--- src/ebc_pkg.sv ---
// Package for the external bus control block
// Assumes one 100 MHz clock, synchronous active-low reset
package ebc_pkg;
  localparam int          ADDR_W        = 20;
  localparam int          DATA_W        = 16;
  localparam int          NUM_AREAS     = 4;
  localparam int          STROBE_BIT    = 2;
  localparam int          CLKOUT_BIT    = 7;
  localparam logic [7:0]  MODE0_RESET   = 8'h00;
  localparam logic [3:0]  SWAIT_RESET   = 4'h0;
  localparam logic [19:0] AREA0_LO      = 20'h18000;
  localparam logic [19:0] AREA0_HI      = 20'h3FFFF;
  localparam logic [19:0] AREA0_XLO     = 20'h60000;
  localparam logic [19:0] AREA1_LO      = 20'h10000;
  localparam logic [19:0] AREA1_HI      = 20'h17FFF;
  localparam logic [19:0] AREA2_LO      = 20'h0C000;
  localparam logic [19:0] AREA2_HI      = 20'h0FFFF;
  localparam logic [19:0] AREA3_LO      = 20'h08000;
  localparam logic [19:0] AREA3_HI      = 20'h0BFFF;
  localparam logic [1:0]  CYC_SHORT     = 2'h1;
  localparam logic [1:0]  CYC_LONG      = 2'h2;

  typedef enum logic [1:0]
  {
    EBC_KIND_INTROM,
    EBC_KIND_SPECIAL,
    EBC_KIND_EXT
  } ebc_kind_t;

  typedef enum logic [1:0]
  {
    EBC_OWN_CPU,
    EBC_OWN_DMA,
    EBC_OWN_HOLD
  } ebc_owner_t;
endpackage

--- src/ebc_dec_if.sv ---
// Carrier between the bus controller and its helpers
// Assumes package ebc_pkg is compiled first
interface ebc_dec_if;
  logic [19:0]      addr;
  logic             cpuMode;
  logic [3:0]       selHit;
  ebc_pkg::ebc_kind_t kind;
  logic             holdReq;
  logic             dmaReq;
  logic             cpuReq;
  logic             busIdle;
  ebc_pkg::ebc_owner_t owner;
  modport dec (input addr, cpuMode, output selHit, kind);
  modport arb (input holdReq, dmaReq, cpuReq, busIdle, output owner);
  modport ctl (output addr, cpuMode, holdReq, dmaReq, cpuReq, busIdle,
               input selHit, kind, owner);
endinterface

--- src/ebc_area_decode.sv ---
// Area decoder: chip-select windows and access kind
// Assumes addresses above 0x3FF are internal memory unless in a window
module ebc_area_decode
  import ebc_pkg::*;
(
  ebc_dec_if.dec d
);
  logic [19:0] a;
  assign a = d.addr;
  // Fixed chip-select windows
  always_comb
  begin
    d.selHit[0] = (a >= AREA0_LO && a <= AREA0_HI)
                  || (d.cpuMode && a >= AREA0_XLO);
    d.selHit[1] = (a >= AREA1_LO && a <= AREA1_HI);
    d.selHit[2] = (a >= AREA2_LO && a <= AREA2_HI);
    d.selHit[3] = (a >= AREA3_LO && a <= AREA3_HI);
    if (d.selHit != 4'h0)
      d.kind = EBC_KIND_EXT;
    else if (a < 20'h00400)
      d.kind = EBC_KIND_SPECIAL;
    else
      d.kind = EBC_KIND_INTROM;
  end
endmodule

--- src/ebc_arbiter.sv ---
// Bus ownership arbiter
// Assumes owner may only change while the bus is idle
module ebc_arbiter
  import ebc_pkg::*;
(
  input wire logic sys_clk,
  input wire logic rstn,
  ebc_dec_if.arb   a
);
  // Hold over DMA over CPU, switched between accesses
  always_ff @(posedge sys_clk)
  begin
    if (!rstn)
      a.owner <= EBC_OWN_CPU;
    else if (a.busIdle)
    begin
      if (a.holdReq)
        a.owner <= EBC_OWN_HOLD;
      else if (a.dmaReq)
        a.owner <= EBC_OWN_DMA;
      else
        a.owner <= EBC_OWN_CPU;
    end
  end
endmodule

--- src/ebc_bus_ctrl.sv ---
// External bus controller top: strobes, waits, hold and clock out
// Assumes requests are synchronous to sys_clk; pins are split into
// input, output and active-low output enable
module ebc_bus_ctrl
  import ebc_pkg::*;
(
  // Clock and reset
  input  wire logic                sys_clk,
  input  wire logic                rstn,
  // Configuration
  input  wire logic [7:0]          procMode0,
  input  wire logic                protectOk,
  input  wire logic                modeWrite,
  input  wire logic [3:0]          swaitBits,
  input  wire logic                widthSelectPin,
  input  wire logic                cpuMode,
  // Access requests
  input  wire logic                cpuReq,
  input  wire logic                dmaReq,
  input  wire logic [19:0]         reqAddr,
  input  wire logic                reqWrite,
  input  wire logic [1:0]          reqBytes,
  input  wire logic [15:0]         reqWdata,
  output      logic                accDone,
  output      logic [15:0]         accRdata,
  output      ebc_pkg::ebc_owner_t busOwner,
  // External pins
  input  wire logic                waitRequest_n,
  input  wire logic                holdRequest_n,
  output      logic                readStrobe_n,
  output      logic                writeStrobe_n,
  output      logic                low_byte_write_n,
  output      logic                high_byte_write_n,
  output      logic                high_byte_enable_n,
  output      logic [19:0]         addrOut,
  input  wire logic [15:0]         dataIn,
  output      logic [15:0]         dataOut,
  output      logic                dataOe_n,
  output      logic                ctrlOe_n,
  output      logic [3:0]          areaSelect_n,
  output      logic                bus_grant_ack_n,
  output      logic                addressLatchPulse,
  output      logic                busClockOut,
  output      logic                busClockOe_n,
  output      logic                watchdogStop
);
  import ebc_pkg::*;

  // Functional notes
  // - Mode bit 2 picks strobe style at 16-bit
  // - Reset selects combined read/write/enable style
  // - Split style: read, even, odd, both writes
  // - Combined style: enable plus A0 select bytes
  // - Address latch pulse has no defined meaning
  // - Wait request sampled each falling clock edge
  // - Wait request honoured only when area bit zero
  // - Wait freezes strobes, address, data, selects
  // - No wait accepted just before software wait
  // - Hold after current access, ack while low
  // - Priority: hold, then DMA, then CPU
  // - Hold floats bus pins, stops watchdog
  // - Special area: address out, selects high
  // - Internal memory: keep address and enable
  // - Mode bit 7 high floats clock output
  // - Area bit one: one cycle, zero: two
  // - All software-wait bits reset to zero
  // - Special two cycles, internal memory one
  // - Four fixed chip-select address windows

  //--------------------------------------------------
  // Configuration registers
  //--------------------------------------------------
  logic       splitStyle;
  logic       clockOutOff;
  logic [3:0] swait;
  logic       wide;

  assign wide = !widthSelectPin;

  always_ff @(posedge sys_clk)
  begin
    if (!rstn)
    begin
      splitStyle  <= MODE0_RESET[STROBE_BIT];
      clockOutOff <= MODE0_RESET[CLKOUT_BIT];
    end
    else if (modeWrite && protectOk)
    begin
      splitStyle  <= procMode0[STROBE_BIT] && wide;
      clockOutOff <= procMode0[CLKOUT_BIT];
    end
  end

  always_ff @(posedge sys_clk)
  begin
    if (!rstn)
      swait <= SWAIT_RESET;
    else
      swait <= swaitBits;
  end

  //--------------------------------------------------
  // Decode and arbitration
  //--------------------------------------------------
  ebc_dec_if dif ();
  logic busy;
  logic holdReq;

  assign holdReq     = !holdRequest_n;
  assign dif.addr    = reqAddr;
  assign dif.cpuMode = cpuMode;
  assign dif.holdReq = holdReq;
  assign dif.dmaReq  = dmaReq;
  assign dif.cpuReq  = cpuReq;
  assign dif.busIdle = !busy;
  assign busOwner    = dif.owner;

  ebc_area_decode u_dec
  (
    .d (dif.dec)
  );

  ebc_arbiter u_arb
  (
    .sys_clk (sys_clk),
    .rstn    (rstn),
    .a       (dif.arb)
  );

  //--------------------------------------------------
  // Bus cycle sequencer
  //--------------------------------------------------
  typedef enum logic [1:0]
  {
    ST_IDLE,
    ST_ACCESS,
    ST_WAIT
  } ebc_state_t;

  ebc_state_t state;
  logic [1:0] cycLeft;
  ebc_kind_t  curKind;
  logic       curWrite;
  logic [3:0] curSel;
  logic       waitOk;
  logic       waitSeen;
  logic       start;
  logic [1:0] next_cycles;

  assign start = (state == ST_IDLE) && (dif.owner != EBC_OWN_HOLD)
                 && !holdReq
                 && ((dif.owner == EBC_OWN_DMA) ? dmaReq : cpuReq);
  assign busy  = (state != ST_IDLE);

  // Cycle length per area
  always_comb
  begin
    case (dif.kind)
      EBC_KIND_SPECIAL: next_cycles = CYC_LONG;
      EBC_KIND_INTROM:  next_cycles = CYC_SHORT;
      EBC_KIND_EXT:
        next_cycles = ((swait & dif.selHit) != 4'h0)
                      ? CYC_SHORT : CYC_LONG;
      default:          next_cycles = CYC_LONG;
    endcase
  end

  // Wait accepted only in external areas with wait bit zero, not in the
  // cycle right before the inserted software wait
  assign waitOk = (curKind == EBC_KIND_EXT)
                  && ((swait & curSel) == 4'h0)
                  && (cycLeft == CYC_SHORT);

  // Falling-edge sample of the wait request
  always_ff @(negedge sys_clk)
  begin
    if (!rstn)
      waitSeen <= 1'b0;
    else
      waitSeen <= !waitRequest_n;
  end

  always_ff @(posedge sys_clk)
  begin
    if (!rstn)
    begin
      state    <= ST_IDLE;
      cycLeft  <= 2'h0;
      curKind  <= EBC_KIND_INTROM;
      curWrite <= 1'b0;
      curSel   <= 4'h0;
    end
    else
    begin
      case (state)
        ST_IDLE:
          if (start)
          begin
            state    <= ST_ACCESS;
            cycLeft  <= next_cycles;
            curKind  <= dif.kind;
            curWrite <= reqWrite;
            curSel   <= dif.selHit;
          end
        ST_ACCESS:
          if (waitOk && waitSeen)
            state <= ST_WAIT;
          else if (cycLeft == CYC_SHORT)
            state <= ST_IDLE;
          else
            cycLeft <= cycLeft - 2'h1;
        ST_WAIT:
          if (!waitSeen)
            state <= ST_IDLE;
        default:
          state <= ST_IDLE;
      endcase
    end
  end

  assign accDone = busy && (cycLeft == CYC_SHORT)
                   && ((state == ST_WAIT) ? !waitSeen
                                          : !(waitOk && waitSeen));

  //--------------------------------------------------
  // Pin values, frozen while waiting
  //--------------------------------------------------
  logic isExt;
  assign isExt = (dif.kind == EBC_KIND_EXT);

  always_ff @(posedge sys_clk)
  begin
    if (!rstn)
    begin
      readStrobe_n       <= 1'b1;
      writeStrobe_n      <= 1'b1;
      low_byte_write_n   <= 1'b1;
      high_byte_write_n  <= 1'b1;
      high_byte_enable_n <= 1'b1;
      addrOut            <= '0;
      dataOut            <= '0;
      dataOe_n           <= 1'b1;
      areaSelect_n       <= 4'hF;
      accRdata           <= '0;
    end
    else if (start)
    begin
      // Read and write strobes exclusive
      readStrobe_n  <= reqWrite;
      writeStrobe_n <= !reqWrite || splitStyle;
      low_byte_write_n  <= !(reqWrite && splitStyle
                             && reqBytes[0]);
      high_byte_write_n <= !(reqWrite && splitStyle
                             && reqBytes[1]);
      if (dif.kind != EBC_KIND_INTROM)
      begin
        addrOut <= reqAddr;
        // Enable low for odd or word access, combined style at 16-bit
        high_byte_enable_n <= !(wide && !splitStyle
                                && reqBytes[1]);
      end
      dataOut      <= reqWdata;
      dataOe_n     <= !reqWrite;
      areaSelect_n <= isExt ? ~dif.selHit : 4'hF;
    end
    else if (accDone)
    begin
      accRdata          <= dataIn;
      readStrobe_n      <= 1'b1;
      writeStrobe_n     <= 1'b1;
      low_byte_write_n  <= 1'b1;
      high_byte_write_n <= 1'b1;
      dataOe_n          <= 1'b1;
      areaSelect_n      <= 4'hF;
    end
  end

  //--------------------------------------------------
  // Hold, clock output, latch pulse
  //--------------------------------------------------
  logic inHold;
  assign inHold = (dif.owner == EBC_OWN_HOLD) && !busy;

  assign bus_grant_ack_n   = !(inHold && holdReq);
  assign ctrlOe_n          = inHold;
  assign watchdogStop      = inHold;
  assign addressLatchPulse = 1'b0;
  assign busClockOut       = sys_clk;
  assign busClockOe_n      = clockOutOff;

  //--------------------------------------------------
  // Checks
  //--------------------------------------------------
  property p_excl;
    @(posedge sys_clk) disable iff (!rstn)
      !readStrobe_n |-> (writeStrobe_n && low_byte_write_n
                         && high_byte_write_n);
  endproperty
  a_excl: assert property (p_excl) else $error("read and write");

  property p_wfreeze;
    @(posedge sys_clk) disable iff (!rstn)
      (state == ST_WAIT) && $past(state == ST_WAIT)
      |-> $stable(addrOut) && $stable(areaSelect_n)
          && $stable(readStrobe_n);
  endproperty
  a_wfreeze: assert property (p_wfreeze) else $error("wait moved");

  property p_short;
    @(posedge sys_clk) disable iff (!rstn)
      start && next_cycles == CYC_SHORT |=> accDone;
  endproperty
  a_short: assert property (p_short) else $error("short cycle");

  property p_long;
    @(posedge sys_clk) disable iff (!rstn)
      start && next_cycles == CYC_LONG && dif.kind != EBC_KIND_EXT
      |=> !accDone ##1 accDone;
  endproperty
  a_long: assert property (p_long) else $error("long cycle");

  property p_nowait;
    @(posedge sys_clk) disable iff (!rstn)
      (state == ST_ACCESS) && ((swait & curSel) != 4'h0)
      |=> state != ST_WAIT;
  endproperty
  a_nowait: assert property (p_nowait) else $error("bad wait");

  property p_ack;
    @(posedge sys_clk) disable iff (!rstn)
      !bus_grant_ack_n |-> holdReq && !busy && ctrlOe_n;
  endproperty
  a_ack: assert property (p_ack) else $error("ack wrong");

  property p_sel;
    @(posedge sys_clk) disable iff (!rstn)
      start && !isExt |=> areaSelect_n == 4'hF;
  endproperty
  a_sel: assert property (p_sel) else $error("select low");

  property p_hold;
    @(posedge sys_clk) disable iff (!rstn)
      holdReq && !busy |-> !start ##1 (dif.owner == EBC_OWN_HOLD);
  endproperty
  a_hold: assert property (p_hold) else $error("start in hold");
endmodule

--- config.mk ---
export PLATFORM = sky130hd
export DESIGN_NAME = ebc_bus_ctrl
export DESIGN_NICKNAME = d
export VERILOG_FILES = /design/src/ebc_pkg.sv /design/src/ebc_dec_if.sv /design/src/ebc_area_decode.sv /design/src/ebc_arbiter.sv /design/src/ebc_bus_ctrl.sv
export SDC_FILE = /design/constraint.sdc
export NUM_CORES = 1
export LEC_CHECK = 0
export BUFFER_PORTS_ARGS = -buffer_cell sky130_fd_sc_hd__clkbuf_2
export CORE_MARGIN = 1.5
export CORE_UTILIZATION = 42
export CTS_CLUSTER_SIZE = 10
export DETAILED_ROUTE_END_ITERATION = 6
export GPL_TIMING_DRIVEN = 0
export HOLD_SLACK_MARGIN = 0.06
export PLACE_DENSITY = 0.81
export SKIP_CTS_REPAIR_TIMING = 1
export SYNTH_ARGS = -nofsm -noshare
export SYNTH_HDL_FRONTEND = slang
export SYNTH_SLANG_ARGS = --single-unit
--- constraint.sdc ---
create_clock -name sys_clk -period 1.6 [get_ports sys_clk]
set_input_delay 0.32 -clock sys_clk [delete_from_list [all_inputs] [get_ports sys_clk]]
set_output_delay 0.32 -clock sys_clk [all_outputs]
set_load 0.02 [all_outputs]
Word-level counts from Yosys, hierarchy flattened
Index checks and enable logic that the tools add are counted.
{ "totals": {"register_bits": 81, "wordCells": 123} }
{ "classes": {"add_sub_neg": 1, "magnitude_cmp": 10, "n_eq_ne": 13, "mux": 26, "n_bitwise": 4, "n_reduce_logical": 50} }
{ "op_table": {"columns": ["op", "count"], "rows": [
  ["$ge 20x16->1 const B", 2],
  ["$ge 20x17->1 const B", 2],
  ["$le 20x16->1 const B", 2],
  ["$logic_and 1x1->1", 22],
  ["$ge 20x19->1 const B", 1],
  ["$le 20x17->1 const B", 1],
  ["$le 20x18->1 const B", 1],
  ["$lt 20x11->1 const B", 1],
  ["$mux 2", 10],
  ["$logic_not 1->1", 12],
  ["$mux 4", 3],
  ["$mux 1", 10],
  ["$ne 2x2->1 const B", 5],
  ["$and 4x4->4", 2],
  ["$eq 2x2->1 const B", 4],
  ["$pmux 2 s2", 2],
  ["$reduce_bool 2->1", 4],
  ["$reduce_bool 4->1", 2],
  ["$eq 2x1->1 const B", 3],
  ["$pmux 2 s3", 1],
  ["$reduce_and 2->1", 3],
  ["$logic_not 2->1", 2],
  ["$logic_not 4->1", 1],
  ["$not 4->4", 1],
  ["6 further kinds", 7]
]} }

Depth between registers and ports, before layout
{ "depth": {"depth_word": 10, "mapped_depth": 8} }

By module
A second synthesis with hierarchy kept.
{ "hier_totals": {"hier_cells": 365, "area_unflattened_um2": 3370.7} }
{ "by_module_without_submodules": {"columns": ["module", "instances", "cells_each", "area_each_um2"], "rows": [
  ["ebc_bus_ctrl", 1, 345, 3206.8],
  ["ebc_area_decode", 1, 13, 87.6],
  ["ebc_arbiter", 1, 7, 76.3]
]} }

==> out/summary.txt <==
Power Density: 984.0 nW/um^2
Slew HR: 65.37%
Core Area: 7727 sq um
Synth cell types: 46
first-pass GRT wire length: 13.10 mm
DR iter-0 viols: 116
dpl cell area: 4222 sq um
fin nets: 605
DIE WIDTH: 92.47 um
Final Max Tran Viols: 0
syn_nets: 436
total die area: 8551 sq um
CP Cell Sequence: nand4b_1, nor3_4, nor2_4, buf_8, buf_6
CP top delay family: simple AND/OR/NAND/NOR gates
PortBufs: 140
TritonRoute pass-1 iters: 4
crit path from: waitSeen$_SDFF_NN0_
Layout fillers: 700
CTS tree: built
fin area: 4753 sq um
uppermost routed layer: met4
Cell Rows: 32
Worst setup EP type: primary output
most frequent cells after synthesis: nand2_1 (87), dfxtp_1 (81), mux2i_1 (39), a21boi_0 (24), nor2b_1 (20)
aggregate global routing overflow: 0
Synth Cell Area: 3362 sq um
worst-skew pair later-pin latency: 0.50 ns
crit path kind: register to primary output
vias in the first global route: 2849
Met3 Routed Length: 650 um
largest net degree at the start of global routing: 14
worst setup margin: -1.153 ns
area leader, netlist: dfxtp_1
Gate Count Post-Synth: 358
Synth-to-Final Area Change: 41.38%
FF-to-FF Start: waitSeen$_SDFF_NN0_
Clk pin slew, worst setup/hold paths: 0.08 ns
diode count: 0
Hold Violations, Final: 0
worst-path fanout max: 4
post-synth top area share: 48.23%
Critical Path AT: 2.43 ns
initial antenna violation count: 0
Routed WL: 8.719 mm
CP Data Required Time: 1.28 ns
VDD IR max: 0.7065 mV
post-DP HPWL: 6.150 mm
Setup-failing EPs final: 31
Post-synth EDFFs: 0
post-route antenna net violation count: 0
Via density: 4.891
Die Height: 92.47 um
layout cells sized above 1: 40.23%
RSZ-0062 raised after global routing: true
syn_area_per_cell: 9.391 sq um
static leakage power: 0.002032 uW
synth warn: 0
#FFs+latches synth: 81
DRC: 0
Fin Clk Skew: 0.05702 ns
CP startpoint kind: register
CP Buf/Inv Count: 2
total number of vias: 3101
area taken by flip-flops and latches: 1633 sq um
GP Congestion: 0.8088
Worst-Margin Slew: 0.5194 ns
M1 WL: 3.741 mm
failing checks: negative setup slack
Total GRT Usage: 19.74%
# Max-Cap Violations: 0
sequential fraction of the synthesis area: 48.23%
hold crit path type: primary input to register
Hold Path Origin: swaitBits[2]
ys flop type: dfxtp_1
Initial Utilization: 43.51%
outcome: complete, but fails checks
IO Count: 148
CP max-delay cell: dfxtp_2
Synth area leaders: dfxtp_1 (48%), mux2i_1 (12%), nand2_1 (9.7%)
dpl ws: -0.8061 ns
ys async rst share: 0%
multi-input logic area: 1694 sq um
WL/cell: 13.75 um
most frequent cell after synthesis: nand2_1
met2 routed WL: 4.187 mm
Largest stage delay, worst path: 0.35 ns
==> report_power, final <==
part	internal [uW]	switching [uW]	total, uW	leakage [uW]
clock network	981	827	1810	0.000149
registers	2100	55.8	2150	0.000661
logic	331	383	714	0.00122
==> routing by layer <==
metal / vias to the layer above / GRT usage (%)
met5: - / 0
met4: 0 / 7.821
met3: 16 / 7.635
met2: 111 / 31.86
met1: 1419 / 23.48
li1: 1555 / -
==> registers in the layout (all words and copies together), names as in the netlist <==
register / cells
dataOut: 16
waitSeen: 1
busClockOe_n: 1
addrOut: 20
dataOe_n: 1
high_byte_enable_n: 1
swait: 4
areaSelect_n: 4
state: 2
low_byte_write_n: 1
writeStrobe_n: 1
u_arb.a.owner: 2
cycLeft: 2
curSel: 4
curKind: 2
high_byte_write_n: 1
accRdata: 16
splitStyle: 1
readStrobe_n: 1
==> cell families after synthesis <==
| family | count (synthesis) | synth area share, % |
|---|---|---|
| fa+ha+maj | 1 | 0.3721 |
| other cells | 1 | 0.1115 |
| buf+inv | 27 | 4.801 |
| simple gates | 155 | 23.41 |
| mux | 39 | 11.61 |
| compound gates | 54 | 11.46 |
| flops | 81 | 48.23 |
==> layout make-up <==
type | instances | area share [%]
Clock inverter | 6 | 0.6054
Tap cell | 102 | 2.685
Multi-Input combinational cell | 250 | 35.64
Inverter | 2 | 0.1579
Clock buffer | 15 | 4.764
Sequential cell | 81 | 34.35
Buffer | 24 | 4.238
Timing Repair Buffer | 154 | 17.56
==> layout by cell type, fill, tap and decap left out, types with 8 or more instances in the layout <==
cell,netlist,routed
clkbuf_2,0,135
clkbuf_1,11,11
nor2b_1,20,20
clkbuf_8,0,12
buf_6,1,8
nand2_1,87,86
a21boi_1,1,10
mux2i_1,39,37
buf_4,3,16
dfxtp_1,81,76
a21boi_0,24,15
==> through the flow <==
step / power (uW) / hold slack, ns / utilization (%) / TNS (ns) / std cells
final: 4677 / 0.07575 / 61.51 / -19.13 / 634
after global routing: 4899 / 0.07088 / 61.51 / -21.02 / 634
after CTS: 4593 / 0.05285 / 57.74 / -24.58 / 619
after detailed placement: 2919 / 0.4504 / 54.63 / -26.63 / 600
after global placement: 2899 / 0.4422 / 54.63 / -23.78 / 600
after floorplan: 2651 / 0.4326 / - / -12.95 / 358
==> path summary, 6_finish.rpt <==
check / end / cells after the start / slack [ns]
max: accDone / 5 / -1.15
max reg2reg: areaSelect_n[0]$_SDFFE_PN1P_ / 6 / -0.75
min: swait[2]$_SDFF_PN0_ / 2 / 0.08
min reg2reg: dataOut[6]$_SDFFE_PN0P_ / 2 / 0.46
(Power assumes the default switching activity.)
